--- config.mk ---
export PLATFORM = sky130hd
export DESIGN_NAME = ara_unit
export DESIGN_NICKNAME = d
export VERILOG_FILES = /design/src/rtl/ara_pkg.sv /design/src/rtl/ara_circ_mod.sv /design/src/rtl/ara_unit.sv
export SDC_FILE = /design/constraint.sdc
export NUM_CORES = 1
export LEC_CHECK = 0
export BUFFER_PORTS_ARGS = -buffer_cell sky130_fd_sc_hd__clkbuf_2
export CAP_MARGIN = 20
export CORE_ASPECT_RATIO = 0.75
export CORE_UTILIZATION = 53
export CTS_CLUSTER_SIZE = 20
export DETAILED_ROUTE_END_ITERATION = 6
export PLACE_DENSITY_LB_ADDON = 0.3
export SYNTH_ARGS = -nofsm -noshare
export SYNTH_HDL_FRONTEND = slang
export SYNTH_SLANG_ARGS = --single-unit
--- constraint.sdc ---
create_clock -name clk_i -period 19.96 [get_ports clk_i]
set_clock_uncertainty 0.05 [all_clocks]
set_input_delay 0.998 -clock clk_i [delete_from_list [all_inputs] [get_ports clk_i]]
set_output_delay 0.998 -clock clk_i [all_outputs]
set_load 0.05 [all_outputs]
--- src/rtl/ara_pkg.sv ---
/*
 * Constants, types and decode helper of the address-register adder.
 * Assumes a 16-bit address unit with eight auxiliary and four
 * temporary registers, reached by a plain register port.
 */
// Behaviour
// [RQ1] Register form adds signed source register into destination register.
// [RQ2] Immediate form adds unsigned 8-bit program offset into named register.
// [RQ3] Done in one address-phase cycle, never requesting data memory.
// [RQ4] Aux destination with circular enable set gets circular modification.
// [RQ5] Legacy mode with circular modification takes size from low bank only.
// [RQ6] Translated legacy code runs this only with legacy mode bit set.
// [RQ7] Decoder accepts both opcode tails, 0000 and 1000, after leading 0001.
// [RQ8] Runs under single repeat, one update per repeat iteration.
// [RQ9] Without circular modification the sum wraps at 16 bits, no flags.
package ara_pkg;

   // ****************************************************************
   // Widths and sizes
   // ****************************************************************
   localparam int ARA_W = 16;
   localparam int ARA_NUM_AR = 8;
   localparam int ARA_NUM_REGS = 12;
   localparam logic [3:0] ARA_AR_LOW_BANK_LAST = 4'h3;

   // ****************************************************************
   // Opcode fields
   // ****************************************************************
   localparam logic [3:0] ARA_OPC_LEAD = 4'h1;
   localparam logic [2:0] ARA_OPC_MID = 3'h2;
   localparam logic [3:0] ARA_TAIL_RR_A = 4'h0;
   localparam logic [3:0] ARA_TAIL_RR_B = 4'h8;
   localparam logic [3:0] ARA_TAIL_IMM_A = 4'h4;
   localparam logic [3:0] ARA_TAIL_IMM_B = 4'hc;

   // ****************************************************************
   // Register map and reset values
   // ****************************************************************
   localparam logic [5:0] ARA_ADDR_REGS_END = 6'h0c;
   localparam logic [5:0] ARA_ADDR_ST2 = 6'h10;
   localparam logic [5:0] ARA_ADDR_SIZE_LO = 6'h11;
   localparam logic [5:0] ARA_ADDR_SIZE_HI = 6'h12;
   localparam logic [5:0] ARA_ADDR_START_LO = 6'h13;
   localparam logic [5:0] ARA_ADDR_START_HI = 6'h14;
   localparam logic [5:0] ARA_ADDR_COUNT = 6'h15;
   localparam int ARA_ST2_LEGACY_BIT = 8;
   localparam logic [15:0] ARA_RST_VAL = 16'h0000;

   typedef enum logic [1:0] {
      ARA_OP_NONE = 2'b00,
      ARA_OP_REG = 2'b01,
      ARA_OP_IMM = 2'b10
   } ara_op_t;

   // Classify a 24-bit instruction word
   function automatic ara_op_t ara_decode(input logic [23:0] w);
      ara_op_t op;
      op = ARA_OP_NONE;
      if (w[23:20] == ARA_OPC_LEAD && w[19:17] == ARA_OPC_MID) begin
         if (w[3:0] == ARA_TAIL_RR_A || w[3:0] == ARA_TAIL_RR_B) begin
            op = ARA_OP_REG;
         end else if (w[3:0] == ARA_TAIL_IMM_A ||
                      w[3:0] == ARA_TAIL_IMM_B) begin
            op = ARA_OP_IMM;
         end
      end
      return op;
   endfunction

endpackage

--- src/rtl/ara_circ_mod.sv ---
/*
 * Circular-buffer modifier of the address-register adder.
 * Assumes each step is smaller than the buffer; a size of zero
 * leaves the address unmodified.
 */
`timescale 1ns/1ns
module ara_circ_mod
   import ara_pkg::*;
#(
   parameter int W = ARA_W
) (
   // Operands
   input wire logic [W-1:0] sum_i,
   input wire logic [W-1:0] start_i,
   input wire logic [W-1:0] size_i,
   input wire logic enable_i,
   // Result
   output logic [W-1:0] result_o
);

   logic [W:0] offset;

   // Offset of the raw sum from the buffer start, sign in the top bit
   assign offset = {1'b0, sum_i} - {1'b0, start_i};

   // One fold back into the buffer; larger steps would need a divider
   always_comb begin
      result_o = sum_i;
      if (enable_i && size_i != '0) begin
         if (offset[W]) begin
            result_o = sum_i + size_i; // [RQ4]
         end else if (offset[W-1:0] >= size_i) begin
            result_o = sum_i - size_i; // [RQ4]
         end
      end
   end

endmodule

--- src/rtl/ara_unit.sv ---
/*
 * Address-register adder: register-register and immediate forms,
 * with circular modification. Assumes the decoder presents one
 * instruction word per cycle while the pipeline is in address phase,
 * and that a repeat controller re-presents it once per iteration.
 */
`timescale 1ns/1ns
module ara_unit
   import ara_pkg::*;
(
   // Clock and reset
   input wire logic clk_i,
   input wire logic reset_i,
   // Register port
   input wire logic [5:0] addr_i,
   input wire logic [15:0] wdata_i,
   input wire logic wr_i,
   input wire logic rd_i,
   output logic [15:0] rdata_o,
   // Instruction port
   input wire logic instr_valid_i,
   input wire logic [23:0] instr_i,
   output logic done_o,
   output logic illegal_o,
   output logic dmem_req_o
);

   // ****************************************************************
   // State
   // ****************************************************************
   logic [15:0] regs_q [ARA_NUM_REGS];
   logic [15:0] st2_q;
   logic [15:0] size_lo_q;
   logic [15:0] size_hi_q;
   logic [15:0] start_lo_q;
   logic [15:0] start_hi_q;
   logic [15:0] exec_cnt_q;
   logic [15:0] rdata_q;
   logic done_q;
   logic illegal_q;

   // ****************************************************************
   // Decode and operand selection
   // ****************************************************************
   ara_op_t op;
   logic [3:0] src_idx;
   logic [3:0] dst_idx;
   logic regs_ok;
   logic exec;
   logic [15:0] src_val;
   logic [15:0] dst_val;
   logic [15:0] addend;
   logic [15:0] plain_sum;
   logic legacy;
   logic circ_en;
   logic use_low_bank;
   logic [15:0] size_sel;
   logic [15:0] start_sel;
   logic [15:0] result;

   // Both tails of each form are the same operation
   assign op = instr_valid_i ? ara_decode(instr_i) : ARA_OP_NONE; // [RQ7]
   assign src_idx = instr_i[15:12];
   assign dst_idx = instr_i[7:4];
   assign regs_ok = dst_idx < 4'(ARA_NUM_REGS) &&
                    (op != ARA_OP_REG || src_idx < 4'(ARA_NUM_REGS));
   // Every decoded word with mapped register codes executes, so each repeat pass updates once
   assign exec = op != ARA_OP_NONE && regs_ok; // [RQ8]

   // Unmapped codes read zero; exec is low for them, except a source code in the immediate form, where src_val is unused
   assign src_val = src_idx < 4'(ARA_NUM_REGS) ? regs_q[src_idx] : '0;
   assign dst_val = dst_idx < 4'(ARA_NUM_REGS) ? regs_q[dst_idx] : '0;

   // Signed source adds as two's complement, immediate zero-extends
   assign addend = (op == ARA_OP_REG) ? src_val // [RQ1]
                 : {8'h00, instr_i[15:8]}; // [RQ2]
   assign plain_sum = dst_val + addend; // [RQ9]

   // Circular mode only for auxiliary destinations with bit set
   assign legacy = st2_q[ARA_ST2_LEGACY_BIT];
   assign circ_en = dst_idx < 4'(ARA_NUM_AR) &&
                    st2_q[dst_idx[2:0]]; // [RQ4]
   // Legacy mode never looks at the high-bank size register
   assign use_low_bank = legacy || dst_idx <= ARA_AR_LOW_BANK_LAST; // [RQ5]
   assign size_sel = use_low_bank ? size_lo_q : size_hi_q;
   assign start_sel = use_low_bank ? start_lo_q : start_hi_q;

   ara_circ_mod #(
      .W(ARA_W)
   ) u_circ (
      .sum_i(plain_sum),
      .start_i(start_sel),
      .size_i(size_sel),
      .enable_i(circ_en),
      .result_o(result)
   );

   // ****************************************************************
   // Register file: instruction update wins over a port write
   // ****************************************************************
   always_ff @(posedge clk_i) begin
      if (reset_i) begin
         for (int i = 0; i < ARA_NUM_REGS; i++) begin
            regs_q[i] <= ARA_RST_VAL;
         end
      end else begin
         if (wr_i && addr_i < ARA_ADDR_REGS_END) begin
            regs_q[addr_i[3:0]] <= wdata_i;
         end
         if (exec) begin
            regs_q[dst_idx] <= result; // [RQ1] [RQ2] [RQ4] [RQ9]
         end
      end
   end

   // Control registers written from the port
   always_ff @(posedge clk_i) begin
      if (reset_i) begin
         st2_q <= ARA_RST_VAL;
         size_lo_q <= ARA_RST_VAL;
         size_hi_q <= ARA_RST_VAL;
         start_lo_q <= ARA_RST_VAL;
         start_hi_q <= ARA_RST_VAL;
      end else if (wr_i) begin
         case (addr_i)
            ARA_ADDR_ST2: st2_q <= wdata_i;
            ARA_ADDR_SIZE_LO: size_lo_q <= wdata_i;
            ARA_ADDR_SIZE_HI: size_hi_q <= wdata_i;
            ARA_ADDR_START_LO: start_lo_q <= wdata_i;
            ARA_ADDR_START_HI: start_hi_q <= wdata_i;
            default: ;
         endcase
      end
   end

   // Iteration counter; wraps, write any value to clear it in a cycle with no execution
   always_ff @(posedge clk_i) begin
      if (reset_i) begin
         exec_cnt_q <= ARA_RST_VAL;
      end else if (exec) begin
         exec_cnt_q <= exec_cnt_q + 16'h0001; // [RQ8]
      end else if (wr_i && addr_i == ARA_ADDR_COUNT) begin
         exec_cnt_q <= ARA_RST_VAL;
      end
   end

   // Read data one cycle after the strobe, zero elsewhere
   always_ff @(posedge clk_i) begin
      if (reset_i) begin
         rdata_q <= ARA_RST_VAL;
      end else if (rd_i) begin
         if (addr_i < ARA_ADDR_REGS_END) begin
            rdata_q <= regs_q[addr_i[3:0]];
         end else begin
            case (addr_i)
               ARA_ADDR_ST2: rdata_q <= st2_q;
               ARA_ADDR_SIZE_LO: rdata_q <= size_lo_q;
               ARA_ADDR_SIZE_HI: rdata_q <= size_hi_q;
               ARA_ADDR_START_LO: rdata_q <= start_lo_q;
               ARA_ADDR_START_HI: rdata_q <= start_hi_q;
               ARA_ADDR_COUNT: rdata_q <= exec_cnt_q;
               default: rdata_q <= ARA_RST_VAL;
            endcase
         end
      end else begin
         rdata_q <= ARA_RST_VAL;
      end
   end

   // Completion and refusal pulses
   always_ff @(posedge clk_i) begin
      if (reset_i) begin
         done_q <= 1'b0;
         illegal_q <= 1'b0;
      end else begin
         done_q <= exec; // [RQ3]
         illegal_q <= op != ARA_OP_NONE && !regs_ok;
      end
   end

   assign rdata_o = rdata_q;
   assign done_o = done_q;
   assign illegal_o = illegal_q;
   // Pure address-phase work: the data bus is never asked for
   assign dmem_req_o = 1'b0; // [RQ3]

   // ****************************************************************
   // Checks
   // ****************************************************************
   logic circ_fits;
   assign circ_fits = circ_en && size_sel != '0 &&
                      16'(dst_val - start_sel) < size_sel &&
                      addend < size_sel;

   AST_RR_SUM: assert property (@(posedge clk_i) disable iff (reset_i) // [RQ1]
      exec && op == ARA_OP_REG && !circ_en |=>
      regs_q[$past(dst_idx)] == $past(plain_sum) && done_o)
      else $error("register form sum not stored");

   AST_IMM_SUM: assert property ( // [RQ2]
      @(posedge clk_i) disable iff (reset_i)
      exec && op == ARA_OP_IMM && !circ_en |->
      addend[15:8] == 8'h00 ##1 regs_q[$past(dst_idx)] == $past(plain_sum))
      else $error("immediate form sum wrong");

   AST_ONE_CYCLE: assert property ( // [RQ3]
      @(posedge clk_i) disable iff (reset_i)
      exec |=> done_o && !dmem_req_o ##1 !done_o || $past(exec))
      else $error("completion not one cycle or memory requested");

   AST_CIRC_RANGE: assert property ( // [RQ4]
      @(posedge clk_i) disable iff (reset_i)
      exec && circ_fits |=>
      16'(regs_q[$past(dst_idx)] - $past(start_sel)) < $past(size_sel))
      else $error("circular result left the buffer");

   AST_LEGACY_SIZE: assert property ( // [RQ5]
      @(posedge clk_i) disable iff (reset_i)
      exec && legacy && circ_en |-> size_sel == size_lo_q)
      else $error("legacy mode used high-bank size");

   AST_BOTH_TAILS: assert property ( // [RQ7]
      @(posedge clk_i) disable iff (reset_i)
      instr_valid_i && regs_ok && instr_i[23:17] == {ARA_OPC_LEAD, ARA_OPC_MID}
      && instr_i[2:0] == 3'h0 |-> exec)
      else $error("an opcode tail was refused");

   AST_REPEAT_COUNT: assert property ( // [RQ8]
      @(posedge clk_i) disable iff (reset_i)
      exec [*2] |=> exec_cnt_q == 16'($past(exec_cnt_q, 2) + 16'h0002))
      else $error("repeat pass not counted once each");

   AST_WRAP: assert property ( // [RQ9]
      @(posedge clk_i) disable iff (reset_i)
      exec && !circ_en && plain_sum < dst_val |=>
      regs_q[$past(dst_idx)] == $past(plain_sum) && !illegal_o)
      else $error("sum did not wrap at 16 bits");

   COV_RR: cover property (@(posedge clk_i) disable iff (reset_i)
      exec && op == ARA_OP_REG);
   COV_CIRC: cover property (@(posedge clk_i) disable iff (reset_i)
      exec && circ_fits && legacy);
   COV_REPEAT: cover property (@(posedge clk_i) disable iff (reset_i)
      exec [*3]);

endmodule

==> flow_summary.yaml <==
run_status:
  status: "finished, final reports clean"
floorplan:
  num_rows: 63
  start_util_pct: 54.2
  die_area_sq_mm: 0.0414
  core_region_area_sq_mm: 0.0397
  ios: 70
  die-height_microns: 176
  die_w_microns: 235
layout:
  syn2layout_area_growth_pct: 7.59
  mostFrequentLayoutCells: "nand2_1 (384), edfxtp_1 (192), o21ai_0 (180)"
  stdcell_count: 2731
  final_common_cell: "nand2_1"
  fin_area_sq_mm: 0.0232
  diodes: 0
  layout-drive-gt1-share_pct: 15.5
  fin_nets: 2323
routing:
  routed_via_density: 7.11
  route.antenna.remaining_nets: 0
  wl_per_cell_microns: 27.6
  drc_errors: 0
  drt_wl_total_microns: 75300
  first_pass_iters: 7
  dr.first_iter.drc_count: 3534
  vias: 19400
sta:
  worstMarginPinSlew_ns: 1.39
  fin_crit_sh_pct: 52.7
  finalCriticalPeriod_ns: 10.51
  slew_headroom_pct: 7.57
  rsz0062_at_grt: "false"
  tns_ns: 0
  hold_violations: 0
  slew_viol_final: 0
  report.final.setup_viol: 0
  hold_ws_ns: 0.410
  max_freq_mhz: 95.1
clock_network:
  htreeDepth: 2
  clock-root-buffer: "clkbuf_16"
  cts_tree: "done"
  clkSlewWorstSetupHoldPaths_ns: 0.06
  cts-resized-gates: 0
  insertion_delay_ns: 0.54
  clk_path_buf_depth: 3
  holdBufCountCts: 0
  cts_buffers: 34
  cts_setup_buffers: 0
  cts.sink_count: 306
power:
  p_leak_nw: 8.05
  power_density_mw_per_mm2: 75.8
  vdd_drop_max_uv: 55.5
logic_synthesis:
  synthesis.area_sq_mm: 0.0215
  synth_top_area_cell: "edfxtp_1"
  yosys_warnings: 0
  ys.flop_type: "edfxtp_1"
  yosysTopAreaCellShare_pct: 26.8
  yosys.cell_types.count: 87
  synth_seq_area_share_pct: 37.4
  synth_edf_count: 192
  synth_nets: 2382
  async_reset_ff_share_pct: 0
  synthTopCellsByArea: "edfxtp_1 (27%), mux4_2 (15%), dfxtp_1 (11%), nand2_1 (6.7%), ha_1 (4.5%)"
  synth_seq_cells: 306
  syn_area_per_cell_sq_um: 9.56
  syn_inst: 2250
setup_path:
  end_kind: "flop"
  cp_common_cell: "o21ai_0"
  critPathArrivalTime_ns: 10.70
  slowest_delay_ns: 0.71
  crit_slowest_cell: "buf_4"
  rrSetupSlack_ns: 10.69
  path_max_fanout: 37
  critPathKind: "input pin to flop"
  critPathRequiredTime_ns: 20.15
  cp-start-kind: "input pin"
place:
  place_hpwl_microns: 52700
  io_buffers: 66
  dpl-instance-area_sq_mm: 0.0221
  gp_congestion: 0.964
  place_inst: 2671
grt:
  grt_use_total_pct: 36.2
  grt_max_degree: 106
  gr-total-overflow: 0
  antenna_found_initial: 0
  grt_pass1_vias: 18500
  grt_pass1_wl_microns: 112000
hold_path:
  hp-class: "flop to flop"
flow_run:
  cap_violations: 0
[cell families (layout without fill, tap and decap cells)]
| kind of cell | Yosys count | in the layout | share of synthesized area, % |
|---|---|---|---|
| AOI/OAI and AO/OA | 617 | 617 | 17.4 |
| other | 1 | 1 | 0.0174 |
| adders and majority gates | 81 | 81 | 4.85 |
| buffers and inverters | 251 | 212 | 4.59 |
| DFF | 306 | 306 | 37.4 |
| xor gates and xnor gates | 35 | 35 | 1.42 |
| muxes | 221 | 221 | 18.8 |
| and+or+nand+nor | 738 | 738 | 15.5 |
[path summary, 6_finish.rpt]
kind	start	endpoint	cells past startpoint
min reg2reg	st2_q[14]$_SDFFE_PP0P_	st2_q[14]$_SDFFE_PP0P_	2
min	st2_q[14]$_SDFFE_PP0P_	st2_q[14]$_SDFFE_PP0P_	2
max reg2reg	regs_q[2][0]$_DFFE_PP_	regs_q[2][15]$_DFFE_PP_	29
max	instr_i[4]	regs_q[2][15]$_DFFE_PP_	29
[stage by stage]
step	utilization, %	total power, W	worst slack, ns
after CTS	58.1	0.00173	9.77
after global routing	58.3	0.00181	9.04
after floorplan	-	0.00103	11.48
after global placement	55.5	0.00114	9.48
after detailed placement	55.6	0.00115	9.25
final	58.3	0.00176	9.45
[flip-flops by register name (all words and copies together) (netlist names)]
| name | flops |
|---|---|
| regs_q | 192 |
| exec_cnt_q | 16 |
| rdata_o | 16 |
| size_hi_q | 16 |
| size_lo_q | 16 |
| st2_q | 16 |
| start_hi_q | 16 |
| start_lo_q | 16 |
| done_o | 1 |
| illegal_o | 1 |
[critical path, delay by kind of cell]
family,cells,cell delay [ns]
AOI/OAI and AO/OA,12,3.75
muxes,2,0.81
buffers and inverters,3,1.34
adders and majority gates,4,1.39
and+or+nand+nor,5,1.07
xor gates and xnor gates,3,1.34
[synthesized netlist by cell type, drive strengths merged, types with 14 or more instances]
cell type,number
nand2,385
o21ai,221
edfxtp,192
a21oi,171
clkbuf,158
mux4,145
dfxtp,114
nand3,108
nor2,102
ha,77
mux2i,70
inv,48
buf,44
a22oi,39
o31ai,35
nor3,25
o22ai,22
a21o,19
xnor2,19
nand2b,17
xor2,16
nor2b,14
[area by class of cell]
cell class | instances | area (sq um)
Inverter | 49 | 184
Clock inverter | 14 | 73.8
Clock buffer | 42 | 923
Tap cell | 520 | 651
Fill cell | 3355 | 16600
Sequential cell | 306 | 8050
Timing Repair Buffer | 107 | 714
Multi-Input combinational cell | 1693 | 12600
[report_power, final]
| group | switching, W | internal (W) | total [W] |
|---|---|---|---|
| Sequential | 0.0000116 | 0.000688 | 0.000700 |
| Combinational | 0.000292 | 0.000166 | 0.000458 |
| Clock | 0.000270 | 0.000328 | 0.000598 |
[per-layer routing]
layer	part of all wire, %	wire length (microns)	vias up	GRT usage [%]
met5	0	0	-	0
met4	3.1	2320	0	12.5
met3	16	11800	206	10.5
met2	42	31700	1593	52.0
met1	39	29400	9304	52.0
li1	-	-	8316	-
No activity file was read; power rests on OpenSTA's default activity.
